### config.mk
export PLATFORM = sky130hd
export DESIGN_NAME = pft_trip
export DESIGN_NICKNAME = d
export VERILOG_FILES = /design/src/pft_pkg.sv /design/src/pft_coder_if.sv /design/src/pft_coder.sv /design/src/pft_trip.sv
export SDC_FILE = /design/constraint.sdc
export NUM_CORES = 1
export LEC_CHECK = 0
export BUFFER_PORTS_ARGS = -buffer_cell sky130_fd_sc_hd__buf_4
export CORE_UTILIZATION = 35
export DETAILED_ROUTE_END_ITERATION = 6
export GPL_TIMING_DRIVEN = 1
export SYNTH_ARGS = -nofsm -noshare
export SYNTH_HDL_FRONTEND = slang
export SYNTH_SLANG_ARGS = --single-unit
### constraint.sdc
create_clock -name clk_i -period 2.3 [get_ports clk_i]
set_input_delay 0.46 -clock clk_i [delete_from_list [all_inputs] [get_ports clk_i]]
set_output_delay 0.46 -clock clk_i [all_outputs]
set_load 0.05 [all_outputs]
### src/pft_pkg.sv
// pft_pkg: constants, fault types and register map of the pilot fault trip block
package pft_pkg;
	typedef enum logic [3:0] {
		FT_NONE, FT_AG, FT_BG, FT_CG, FT_AB, FT_BC, FT_CA,
		FT_ABG, FT_BCG, FT_CAG, FT_3P, FT_UNREC
	} pft_fault_t;

	typedef enum logic [1:0] {
		CW_ONE = 2'h0,
		CW_TWO = 2'h1,
		CW_FOUR = 2'h2
	} pft_width_t;

	localparam int unsigned CLK_HZ = 100_000_000;
	localparam int unsigned F3P_TIME_MS = 8;
	localparam int unsigned F3P_CYCLES_DEF = F3P_TIME_MS * (CLK_HZ / 1000);
	localparam int unsigned F3P_CNT_W = 20;

	localparam logic [11:0] REG_CTRL = 12'h000;
	localparam logic [11:0] REG_STATUS = 12'h004;
	localparam logic [11:0] REG_CHAN = 12'h008;

	localparam int unsigned CTRL_MODE_BIT = 0;
	localparam int unsigned CTRL_WIDTH_LSB = 1;
	localparam int unsigned CTRL_PILOT_EN_BIT = 3;
	localparam int unsigned CTRL_SPT_EN_BIT = 4;
	localparam logic [4:0] CTRL_RESET = 5'h18;

	localparam logic [1:0] TX2_GRP_A = 2'h1;
	localparam logic [1:0] TX2_GRP_B = 2'h2;
	localparam logic [1:0] TX2_GRP_C = 2'h3;
	localparam logic [3:0] TX4_AG = 4'h1;
	localparam logic [3:0] TX4_BG = 4'h2;
	localparam logic [3:0] TX4_CG = 4'h4;
	localparam logic [3:0] TX4_MP = 4'h8;
	localparam logic [3:0] TX_ZERO = 4'h0;
endpackage

### src/pft_coder_if.sv
// pft_coder_if: carrier between the trip core and the pilot scheme coder
`timescale 1ns/1ps
`default_nettype none
interface pft_coder_if;
	import pft_pkg::*;
	pft_fault_t fault_type;
	logic force_3p;
	logic blocking_mode;
	pft_width_t width;
	logic [3:0] rx_bits;
	logic [3:0] tx_bits;
	logic act_a;
	logic act_b;
	logic act_c;
	logic act_3p;

	modport core (output fault_type, force_3p, blocking_mode, width, rx_bits,
		input tx_bits, act_a, act_b, act_c, act_3p);
	modport coder (input fault_type, force_3p, blocking_mode, width, rx_bits,
		output tx_bits, act_a, act_b, act_c, act_3p);
endinterface
`default_nettype wire

### src/pft_coder.sv
// pft_coder: pilot scheme transmit coding and local/remote trip combining
`timescale 1ns/1ps
`default_nettype none
module pft_coder
	import pft_pkg::*;
(
	pft_coder_if.coder cif
);
	logic ground_a, ground_b, ground_c, multi, local_fault, grp_a, grp_b;
	logic [3:0] perm_tx, rx_perm;
	logic remote_valid, remote_fault;

	always_comb begin
		ground_a = (cif.fault_type == FT_AG) && !cif.force_3p;
		ground_b = (cif.fault_type == FT_BG) && !cif.force_3p;
		ground_c = (cif.fault_type == FT_CG) && !cif.force_3p;
		// multi-phase, unrecognized or forced three pole all set multi; unless forced, the two-bit code still sends BC, BCG as group A and CA, CAG as group B
		multi = cif.force_3p || (cif.fault_type != FT_NONE && !ground_a && !ground_b && !ground_c);
		local_fault = ground_a || ground_b || ground_c || multi;
		grp_a = cif.fault_type inside {FT_AG, FT_BC, FT_BCG};
		grp_b = cif.fault_type inside {FT_BG, FT_CA, FT_CAG};
	end

	// permissive code; blocking sends its inverse
	always_comb begin
		perm_tx = TX_ZERO;
		case (cif.width)
			CW_ONE: perm_tx = {3'h0, local_fault};
			CW_TWO: begin
				if (!local_fault)
					perm_tx = TX_ZERO;
				else if (grp_a && !cif.force_3p)
					perm_tx = {2'h0, TX2_GRP_A};
				else if (grp_b && !cif.force_3p)
					perm_tx = {2'h0, TX2_GRP_B};
				else
					perm_tx = {2'h0, TX2_GRP_C};
			end
			CW_FOUR: begin
				if (ground_a)
					perm_tx = TX4_AG;
				else if (ground_b)
					perm_tx = TX4_BG;
				else if (ground_c)
					perm_tx = TX4_CG;
				else if (multi)
					perm_tx = TX4_MP;
				else
					perm_tx = TX_ZERO;
			end
			default: perm_tx = TX_ZERO;
		endcase
	end

	always_comb begin
		case (cif.width)
			CW_ONE: cif.tx_bits = cif.blocking_mode ? {3'h0, ~perm_tx[0]} : perm_tx;
			CW_TWO: cif.tx_bits = cif.blocking_mode ? {2'h0, ~perm_tx[1:0]} : perm_tx;
			default: cif.tx_bits = cif.blocking_mode ? ~perm_tx : perm_tx;
		endcase
	end

	// received bits brought to permissive sense, then checked for a legal code
	always_comb begin
		rx_perm = TX_ZERO;
		remote_valid = 1'b0;
		case (cif.width)
			CW_ONE: begin
				rx_perm = {3'h0, cif.blocking_mode ? ~cif.rx_bits[0] : cif.rx_bits[0]};
				remote_valid = 1'b1;
			end
			CW_TWO: begin
				rx_perm = {2'h0, cif.blocking_mode ? ~cif.rx_bits[1:0] : cif.rx_bits[1:0]};
				remote_valid = 1'b1;
			end
			CW_FOUR: begin
				rx_perm = cif.blocking_mode ? ~cif.rx_bits : cif.rx_bits;
				remote_valid = $onehot0(rx_perm);
			end
			default: begin
				rx_perm = TX_ZERO;
				remote_valid = 1'b0;
			end
		endcase
		remote_fault = remote_valid && (rx_perm != TX_ZERO);
	end

	always_comb begin
		cif.act_a = remote_fault && ground_a;
		cif.act_b = remote_fault && ground_b;
		cif.act_c = remote_fault && ground_c;
		cif.act_3p = remote_fault && multi;
	end
endmodule // pft_coder
`default_nettype wire

### src/pft_trip.sv
// pft_trip: phase selector gating, trip output decision, forced three pole timer and register slave
//
// Operation
// - multi-phase fault at trip request trips all three poles together.
// - pole-open activation follows only the single-pole trip, never a three-pole trip.
// - reclose in progress keeps the phase selector blocked with no outputs.
// - after a single-pole trip, no new trip until force three pole asserts.
// - trip requests during force three pole become three-pole trips.
// - a three-pole trip clears the single-pole trip and so the pole-open activation.
// - selector captures pre-fault values and evaluates only when disturbance detector operates; the code holds no pre-fault values.
// - any trip or reclose clears selector outputs and ignores disturbance detector.
// - unknown current classification falls back to voltage classification.
// - multi-bit channels ignore invalid received codes.
// - channel width setting of one, two or four bits selects codes and combining.
// - permissive one-bit: transmit bit 1 high for any fault or force.
// - blocking one-bit: transmit bit 1 low for any fault, high otherwise; the code also sends it low under force three pole.
// - permissive one-bit with receive high trips faulted phase or all three.
// - blocking one-bit with receive low trips faulted phase or all three.
// - unrecognized fault or force three pole gives a three-phase trip output.
// - force three pole asserts 8 ms after reclose starts, enabling pending trips.
//
// The implementer's own choices: the APB interface to the registers and the address map.
`timescale 1ns/1ps
`default_nettype none
module pft_trip
	import pft_pkg::*;
#(
	parameter int unsigned FORCE_3P_CYCLES = F3P_CYCLES_DEF
) (
	input wire logic clk_i,
	input wire logic rst_b_i,
	input wire logic psel_i,
	input wire logic penable_i,
	input wire logic pwrite_i,
	input wire logic [11:0] paddr_i,
	input wire logic [31:0] pwdata_i,
	output logic [31:0] prdata_o,
	output logic pready_o,
	output logic pslverr_o,
	input wire logic disturbance_detector_i,
	input wire logic [3:0] current_class_i,
	input wire logic [3:0] voltage_class_i,
	input wire logic reclose_in_progress_i,
	input wire logic local_trip_request_i,
	input wire logic [3:0] receive_bits_i,
	output logic [3:0] transmit_bits_o,
	output logic [3:0] fault_type_o,
	output logic trip_a_o,
	output logic trip_b_o,
	output logic trip_c_o,
	output logic trip_single_pole_o,
	output logic trip_three_pole_o,
	output logic pole_open_start_o,
	output logic force_three_pole_o
);
	pft_coder_if cif ();

	logic [4:0] ctrl_q;
	pft_fault_t sel_q, sel_d;
	logic eval_q;
	logic trip_1p_q, trip_3p_q;
	logic [2:0] pole_q;
	logic lockout_q;
	logic force_q, timer_run_q, rip_q;
	logic [F3P_CNT_W-1:0] timer_q;
	logic [3:0] tx_q;
	logic [31:0] rdata_q;
	logic ready_q, err_q;
	logic sel_block, trip_req, multi_sel, go_three, any_trip;
	logic setup, wr_en, addr_ok;
	pft_fault_t cur_cls, volt_cls;

	localparam logic [F3P_CNT_W-1:0] F3P_LAST = F3P_CNT_W'(FORCE_3P_CYCLES - 1);

	pft_coder u_coder (
		.cif(cif)
	);

	assign cif.fault_type = sel_q;
	assign cif.force_3p = force_q;
	assign cif.blocking_mode = ctrl_q[CTRL_MODE_BIT];
	assign cif.width = pft_width_t'(ctrl_q[CTRL_WIDTH_LSB +: 2]);
	assign cif.rx_bits = receive_bits_i;

	// phase selector
	assign any_trip = trip_1p_q || trip_3p_q;
	assign sel_block = any_trip || reclose_in_progress_i;
	assign cur_cls = pft_fault_t'(current_class_i);
	assign volt_cls = pft_fault_t'(voltage_class_i);

	always_comb begin
		sel_d = FT_UNREC;
		if (cur_cls inside {[FT_AG:FT_3P]})
			sel_d = cur_cls;
		else if (volt_cls inside {[FT_AG:FT_3P]})
			sel_d = volt_cls;
	end

	always_ff @(posedge clk_i or negedge rst_b_i) begin
		if (!rst_b_i) begin
			eval_q <= 1'b0;
			sel_q <= FT_NONE;
		end else if (sel_block) begin
			eval_q <= 1'b0;
			sel_q <= FT_NONE;
		end else if (disturbance_detector_i || eval_q) begin
			eval_q <= 1'b1;
			sel_q <= sel_d;
		end else begin
			sel_q <= FT_NONE;
		end
	end

	// trip output decision
	assign trip_req = local_trip_request_i
		|| (ctrl_q[CTRL_PILOT_EN_BIT] && (cif.act_a || cif.act_b || cif.act_c || cif.act_3p));
	assign multi_sel = !(sel_q inside {FT_AG, FT_BG, FT_CG});
	assign go_three = force_q || multi_sel || !ctrl_q[CTRL_SPT_EN_BIT] || cif.act_3p;

	always_ff @(posedge clk_i or negedge rst_b_i) begin
		if (!rst_b_i) begin
			trip_1p_q <= 1'b0;
			trip_3p_q <= 1'b0;
			pole_q <= 3'h0;
		end else if (!trip_req) begin
			trip_1p_q <= 1'b0;
			trip_3p_q <= 1'b0;
			pole_q <= 3'h0;
		end else if (!lockout_q && go_three && !trip_3p_q) begin
			trip_3p_q <= 1'b1;
			trip_1p_q <= 1'b0;
			pole_q <= 3'h7;
		end else if (!lockout_q && !any_trip) begin
			trip_1p_q <= 1'b1;
			pole_q <= {sel_q == FT_CG, sel_q == FT_BG, sel_q == FT_AG};
		end
	end

	// after a single pole trip, hold off until the forced three pole window opens
	always_ff @(posedge clk_i or negedge rst_b_i) begin
		if (!rst_b_i)
			lockout_q <= 1'b0;
		else if (force_q)
			lockout_q <= 1'b0;
		else if (trip_1p_q)
			lockout_q <= 1'b1;
	end

	// forced three pole timer, started with the reclose initiation by the first trip
	always_ff @(posedge clk_i or negedge rst_b_i) begin
		if (!rst_b_i) begin
			rip_q <= 1'b0;
			timer_run_q <= 1'b0;
			timer_q <= '0;
			force_q <= 1'b0;
		end else begin
			rip_q <= reclose_in_progress_i;
			if (rip_q && !reclose_in_progress_i) begin
				timer_run_q <= 1'b0;
				timer_q <= '0;
				force_q <= 1'b0;
			end else if (timer_run_q) begin
				if (timer_q == F3P_LAST) begin
					timer_run_q <= 1'b0;
					force_q <= 1'b1;
				end else begin
					timer_q <= timer_q + 1'b1;
				end
			end else if (any_trip && !force_q) begin
				timer_run_q <= 1'b1;
				timer_q <= '0;
			end
		end
	end

	// registered outputs
	always_ff @(posedge clk_i or negedge rst_b_i) begin
		if (!rst_b_i) begin
			tx_q <= TX_ZERO;
			trip_a_o <= 1'b0;
			trip_b_o <= 1'b0;
			trip_c_o <= 1'b0;
			trip_single_pole_o <= 1'b0;
			trip_three_pole_o <= 1'b0;
			pole_open_start_o <= 1'b0;
			force_three_pole_o <= 1'b0;
			fault_type_o <= 4'h0;
		end else begin
			tx_q <= cif.tx_bits;
			trip_a_o <= pole_q[0];
			trip_b_o <= pole_q[1];
			trip_c_o <= pole_q[2];
			trip_single_pole_o <= trip_1p_q;
			trip_three_pole_o <= trip_3p_q;
			pole_open_start_o <= trip_1p_q && !trip_3p_q;
			force_three_pole_o <= force_q;
			fault_type_o <= sel_q;
		end
	end
	assign transmit_bits_o = tx_q;

	// APB slave, one wait-free access phase
	assign setup = psel_i && !penable_i;
	assign wr_en = psel_i && penable_i && pready_o && pwrite_i && paddr_i == REG_CTRL;
	assign addr_ok = paddr_i inside {REG_CTRL, REG_STATUS, REG_CHAN};

	always_ff @(posedge clk_i or negedge rst_b_i) begin
		if (!rst_b_i)
			ctrl_q <= CTRL_RESET;
		else if (wr_en)
			ctrl_q <= pwdata_i[4:0];
	end

	always_ff @(posedge clk_i or negedge rst_b_i) begin
		if (!rst_b_i) begin
			ready_q <= 1'b0;
			err_q <= 1'b0;
			rdata_q <= 32'h0;
		end else begin
			ready_q <= setup;
			err_q <= setup && (!addr_ok || (pwrite_i && paddr_i != REG_CTRL));
			if (setup && !pwrite_i) begin
				case (paddr_i)
					REG_CTRL: rdata_q <= {27'h0, ctrl_q};
					REG_STATUS: rdata_q <= {20'h0, sel_q, lockout_q, force_q, trip_3p_q, trip_1p_q,
						pole_q, eval_q};
					REG_CHAN: rdata_q <= {24'h0, tx_q, receive_bits_i};
					default: rdata_q <= 32'h0;
				endcase
			end else if (setup) begin
				rdata_q <= 32'h0;
			end
		end
	end
	assign prdata_o = rdata_q;
	assign pready_o = ready_q;
	assign pslverr_o = err_q;
endmodule // pft_trip
`default_nettype wire

==> results of run 1 <==
[logic make-up after synthesis]
group	count (synthesis)	share of synthesized area, %
simple gates	128	19.2
compound gates	96	17.5
flops	68	48.0
buf+inv	43	7.12
mux	11	3.24
fa+ha+maj	9	3.31
xor+xnor	6	1.48
other cells	1	0.106
[through the flow]
| step | cells | hold slack [ps] | setup WS (ps) |
|---|---|---|---|
| finish | 586 | 186 | -77.1 |
| CTS | 586 | 239 | -38.0 |
| detailed placement | 569 | 414 | -275 |
| global placement | 569 | 407 | -211 |
| floorplan | 381 | 164 | 15.0 |
| global route | 586 | 239 | -174 |
[per-layer routing]
layer / global-route usage (%) / wire length [um] / vias up
li1: - / - / 1458
met1: 25.5 / 4080 / 1444
met2: 28.3 / 3980 / 83
met3: 4.27 / 419 / 7
met4: 5.93 / 124 / 0
met5: 0 / 0 / -
[worst max path at each step]
stage / startpoint / to / slack [ps]
2_1_floorplan: ctrl_q[0]$_DFFE_PN0P_ / trip_1p_q$_DFFE_PN0P_ / 20
3_3_place_gp: receive_bits_i[1] / trip_1p_q$_DFFE_PN0P_ / -210
3_5_place_dp: receive_bits_i[1] / trip_1p_q$_DFFE_PN0P_ / -280
4_1_cts: ctrl_q[0]$_DFFE_PN0P_ / pole_q[2]$_DFFE_PN0P_ / -40
5_1_grt: ctrl_q[0]$_DFFE_PN0P_ / pole_q[2]$_DFFE_PN0P_ / -170
6_report: ctrl_q[0]$_DFFE_PN0P_ / pole_q[2]$_DFFE_PN0P_ / -80
[layout by cell type (no fill, tap or decap), types with 6 or more instances in the layout]
cell,n
a21oi_1,27
nand2_1,35
nand3_1,9
nand4_1,6
nor2b_1,6
nor3_1,6
or3_1,9
conb_1,20
buf_4,90
nor4_1,7
inv_1,9
nor2_1,22
mux2i_1,7
dfrtp_1,65
a22o_1,15
clkbuf_8,9
o31ai_1,7
ha_1,6
or4_1,7
o21ai_0,21
[repair_timing]
item,CTS,global route
gates resized for setup,8,1
setup endpoints to repair,5,11
setup buffers,1,0
pin swaps,7,4
endpoints found under the hold margin,0,0
[registers in the layout, summed over array words and instances (netlist names), 3 cells and up]
signal and cells:
cif.fault_type 4, pole_q 3, timer_q 20, transmit_bits_o 4, prdata_o 12, ctrl_q 5
fault_type_o 4
[cell type report]
type                       count  area [um2]
fill                         964        5290
clock buffer                  10         128
inverter                       9        33.8
clock inverter                 6         111
timing repair buffer          90         676
tap                          133         166
multi-input combinational    270        1710
sequential                    68        1710
[power by group through the flow]
stage	clock network [uW]	registers, uW	logic [uW]
after floorplan	0	1610	518
after global placement	0	1440	1040
after global routing	1270	1430	1170
after CTS	1220	1410	1070
after detailed placement	0	1440	1060
final	1190	1410	1060
==> metrics.md, run 1 <==
| Metric | Value |
|---|---|
| Clk Latency, worst-skew pair | `between 300 and 400 ps` |
| 1st-iter DRT viols | `between 100 and 150` |
| Clock power frac | `32.5%` |
| Number of global-route vias before repair | `about 3000` |
| Placed Area | `around 4200 um2` |
| Top cell types by occurrence after synthesis | `dfrtp_1 (66), nand2_1 (35), a21oi_1 (27)` |
| Crit path required time | `2580 ps` |
| Post-synth top flop | `dfrtp_1` |
| Average size of a mapped cell | `9.81 um2` |
| Post-DP HPWL | `around 6200 um` |
| Final-report setup violation count | `5` |
| Clock slew at reported path FFs | `~80 ps` |
| RSZ-0062 raised after global routing | `true` |
| Failing checks | `setup timing` |
| Initial Util | `36.2%` |
| Core Util, Final | `about 46%` |
| Buf/Inv on CP | `0` |
| R2R cell count | `7` |
| Final Hold Violating Endpoints | `0` |
| DRT Wirelength | `roughly 8600 um` |
| P_int | `2410 uW` |
| First-pass GRT wire length | `around 15000 um` |
| Critical path endpoint category | `register` |
| Residual DRC | `0` |
| Std cell rows | `36` |
| Worst R2R Start | `ctrl_q[0]$_DFFE_PN0P_` |
| Crit path max fanout | `5` |
| Critical Path AT | `roughly 2700 ps` |
| Crit path max-delay family | `adder cells` |
| Crit path depth | `7` |
| Largest net degree at the start of global routing | `69` |
| DR WL/cell | `roughly 15 um` |
| Gpl congestion | `roughly 0.8` |
| Asr flop ratio synth | `between 90% and 100%` |
| Layout cell share with drive strength beyond 1 | `around 28%` |
| Unique cell type count in the Yosys netlist | `between 50 and 60` |
| Fin nets | `between 500 and 600` |
| Vias | `approximately 3000` |
| Gr usage total | `18.3%` |
| Max incr delay on CP | `490 ps` |
| Die extent in y | `between 100 and 150 um` |
| Final WS setup | `-77.1 ps` |
| Post-synth EDFFs | `0` |
| Top post-synthesis cells by area | `dfrtp_1 (47%), buf_4 (4.2%), a21oi_1 (3.8%), a22o_1 (3.7%), nand2_1 (3.7%)` |
| IO Pins | `113` |
| Synth area leader | `dfrtp_1` |
| Share of the synthesized area in the top cell type | `around 47%` |
| Combinational share of power | `between 20 and 30%` |
| Core area | `a little under 10000 um2` |
| Routed Antenna Nets | `0` |
| Status | `finished with violations` |
| Yosys reg bits | `roughly 70` |
| Cell Pwr Density | `around 810 nW/um2` |
| Die ar. | `around 11000 um2` |
| HP Class | `input pin to async pin` |
| Clock buffer depth | `2` |
| Seq pwr share | `approximately two fifths` |
| Num CTS Buffers | `9` |
| TritonCTS clock tree | `yes` |
| Switching part of the total | `roughly 34%` |
| Leakage | `0.00212 uW` |
| NetSw | `1260 uW` |
| Least-Margin Pin Slew | `between 800 and 900 ps` |
| Achievable frequency | `0.421 GHz` |
| Startpoint Class | `register` |
| Root Buffer | `clkbuf_8` |
| R2R Path End | `pole_q[2]$_DFFE_PN0P_` |
| Gate Count Post-Synth | `~360` |
| DR pass1 iterations | `4` |
| Clock sink count | `68` |
| Final Cycle Share | `103%` |
| Max VDD drop | `0.456 mV` |
| Most numerous cell in the Yosys netlist | `dfrtp_1` |
| Crit Path Category | `register to register` |
| Htree depth | `3` |
| CP cell instances | `xor2_2 -> ha_1 -> ha_2 -> fa_1 -> o31ai_2 -> a41oi_2 -> a31oi_1` |
| Synth warn | `0` |
| # hold bufs at CTS | `0` |
| Initial antenna violation count | `0` |
| Antenna diodes | `0` |
| GRT overflow | `0` |
| R2R setup slack | `-80 ps` |
| Setup_tns | `-268 ps` |
| Overall power | `around 3700 uW` |
| Slowest stage cell, crit path | `dfrtp_2` |
| PortBufs | `65` |
| Max_cap viols | `0` |
| Seq/Total Area, Yosys | `a little under half` |
| P&R area growth vs syn | `27.6%` |
| Finished Cell Area | `roughly 4500 um2` |
| Die W | `roughly 100 um` |
| Max-slew violation count | `0` |
| Final Critical Period | `between 2000 and 2500 ps` |
| Worst Clk Skew | `between 9 and 10 ps` |
| Max-slew headroom | `around 44%` |
| Vias per inst | `roughly 5.1` |
| Post-synthesis cell area | `3550 um2` |
Power figures use the tool's default switching activity.
==> inputs of run 2 (changes only) <==
- clock period: 2.3 -> 2.2 ns (I/O delays scaled with it)
==> metrics.md, run 2 (synthesis gave the netlist of run 1 again) <==
| Metric | Value |
|---|---|
| Status | `finished with violations` |
| Failing checks | `setup timing` |
| Final Cycle Share | `104%` |
| Clock sink count | `68` |
| Max FFs per register | `20` |
| Setup_tns | `-217 ps` |
| Final-report setup violation count | `5` |
| Core area | `9820 um2` |
| PortBufs | `65` |
| Commonest cells after routing, fill and taps aside | `buf_4 (97), dfrtp_1 (65), nand2_1 (35)` |
| R2R Path End | `pole_q[2]$_DFFE_PN0P_` |
| Crit path required time | `roughly 2500 ps` |
| Largest net degree at the start of global routing | `40` |
| Overall power | `approximately 4000 uW` |
| Crit path max fanout | `5` |
| R2R cell count | `7` |
| IO Pins | `roughly 110` |
| NetSw | `between 1000 and 1500 uW` |
| Startpoint Class | `register` |
| Max-slew violation count | `0` |
| DR pass1 iterations | `4` |
| P_int | `2610 uW` |
| Top reg by flops | `timer_q` |
| CP cell instances | `xor2_2 -> ha_1 -> ha_2 -> fa_1 -> o31ai_2 -> a41oi_2 -> a31oi_1` |
| Post-DP HPWL | `6370 um` |
| HP Class | `input pin to async pin` |
| Worst R2R Start | `ctrl_q[0]$_DFFE_PN0P_` |
| DRT Wirelength | `8470 um` |
| Gpl congestion | `0.822` |
| Seq pwr share | `between 30 and 40%` |
| TritonCTS clock tree | `yes` |
| Cell Pwr Density | `between 800 and 900 nW/um2` |
| Max incr delay on CP | `between 400 and 500 ps` |
| First-pass GRT wire length | `about 14000 um` |
| P&R area growth vs syn | `30.2%` |
| Gr usage total | `between 15 and 20%` |
| Register area | `roughly 1700 um2` |
| Clock power frac | `33.2%` |
| Achievable frequency | `between 0.4 and 0.5 GHz` |
| Crit Path Category | `register to register` |
| Die ar. | `~11000 um2` |
| Vias | `just over 3000` |
| Slowest stage cell, crit path | `dfrtp_2` |
| Die extent in y | `103 um` |
| Fin nets | `between 500 and 600` |
| Combinational share of power | `approximately 30%` |
| Max-slew headroom | `60.9%` |
| FILL cells | `roughly 960` |
| Std cell rows | `36` |
| Final Hold Violating Endpoints | `0` |
| Clock slew at reported path FFs | `70 ps` |
| Final WS setup | `-89.0 ps` |
| Switching part of the total | `roughly a third` |
| Residual DRC | `0` |
| Num CTS Buffers | `9` |
| Critical Path AT | `between 2000 and 3000 ps` |
| RSZ-0062 raised after global routing | `true` |
| Initial Util | `between 30% and 40%` |
| Max_cap viols | `0` |
| GRT overflow | `0` |
| Crit path max-delay family | `adder cells` |
| Antenna diodes | `0` |
| Number of global-route vias before repair | `2860` |
| Root Buffer | `clkbuf_8` |
| Final Critical Period | `2290 ps` |
| Clk Latency, worst-skew pair | `approximately 360 ps` |
| Max VDD drop | `about 0.37 mV` |
| Htree depth | `3` |
| Min Hold Slack | `between 60 and 70 ps` |
| R2R setup slack | `-90 ps` |
| Commonest non-fill, non-tap cell in the layout | `buf_4` |
| Critical path endpoint category | `register` |
| Multi-input gate area | `roughly 1700 um2` |
| 1st-iter DRT viols | `between 150 and 200` |
| Least-Margin Pin Slew | `580 ps` |
| Clock buffer depth | `2` |
| Buf/Inv on CP | `0` |
| Vias per inst | `between 5 and 6` |
| DR WL/cell | `approximately 14 um` |
| Die W | `roughly 100 um` |
| Leakage | `~0.0022 uW` |
| Initial antenna violation count | `0` |
| Routed Antenna Nets | `0` |
| Layout cell share with drive strength beyond 1 | `between 20% and 30%` |
| # hold bufs at CTS | `0` |
| Worst Clk Skew | `~6.8 ps` |
## run 2: changes by cell type in the layout (fill, tap and decap cells not counted)
cell | before | now
buf_4 | 90 | 97
clkbuf_8 | 9 | 11
clkinv_4 | 0 | 2
buf_12 | 0 | 1
clkbuf_1 | 1 | 0
clkinv_2 | 1 | 0
clkinvlp_4 | 1 | 0
inv_6 | 1 | 0
## run 2: how the worst max path moves through the flow
stage                                       end             startpoint  depth (start not counted)  slack [ps]
final                     pole_q[2]$_DFFE_PN0P_  ctrl_q[0]$_DFFE_PN0P_                          7         -90
after global placement    pole_q[2]$_DFFE_PN0P_      receive_bits_i[2]                          8        -190
after floorplan           pole_q[2]$_DFFE_PN0P_  ctrl_q[0]$_DFFE_PN0P_                          8          -8
after detailed placement  pole_q[2]$_DFFE_PN0P_      receive_bits_i[0]                          8        -210
after CTS                 pole_q[2]$_DFFE_PN0P_  ctrl_q[0]$_DFFE_PN0P_                          7        -110
after global routing      pole_q[2]$_DFFE_PN0P_  ctrl_q[0]$_DFFE_PN0P_                          7        -220
## run 2: worst reg2reg max path, stage by stage, from the launching register on
cell and delay [ps]:
dfrtp_2 490, xor2_2 180, ha_1 320, ha_2 180, fa_1 440, o31ai_2 200
a41oi_2 210, a31oi_1 200
## run 2: final cells by class
class	instances	area share, %
Clock buffer	11	3.27
Sequential cell	68	36.9
Clock inverter	5	2.33
Tap cell	133	3.60
Timing Repair Buffer	98	16.2
Inverter	9	0.731
Multi-Input combinational cell	270	37.0
## run 2: through the flow
step                      cells  worst slack [ps]  area, um2  utilization, %
after floorplan             381             -7.65       3670               -
after global placement      576              -185       4340            44.2
after detailed placement    576              -215       4340            44.2
after CTS                   593              -109       4620            47.0
after global routing        594              -222       4620            47.1
final                       594             -89.0       4620            47.1
## run 2: what timing repair did
action,CTS,global route
endpoints found under the setup margin,5,13
hold endpoints to repair,0,0
setup buffers,1,1
pin swaps,6,1
gates resized for setup,2,1
## run 2: power groups by stage
stage / logic [uW] / clock network (uW) / registers, uW
2_1_floorplan: 546 / 0 / 1680
3_3_place_gp: 1140 / 0 / 1480
3_5_place_dp: 1150 / 0 / 1490
4_1_cts: 1160 / 1340 / 1470
5_1_grt: 1270 / 1400 / 1480
6_report: 1160 / 1300 / 1460
## run 2: per-layer routing
layer	track usage (%)	part of all wire [%]	vias up
met4	6.59	1.7	0
met5	0	0	-
met2	26.6	45	98
met3	4.07	6.4	11
li1	-	-	1473
met1	24.1	47	1456
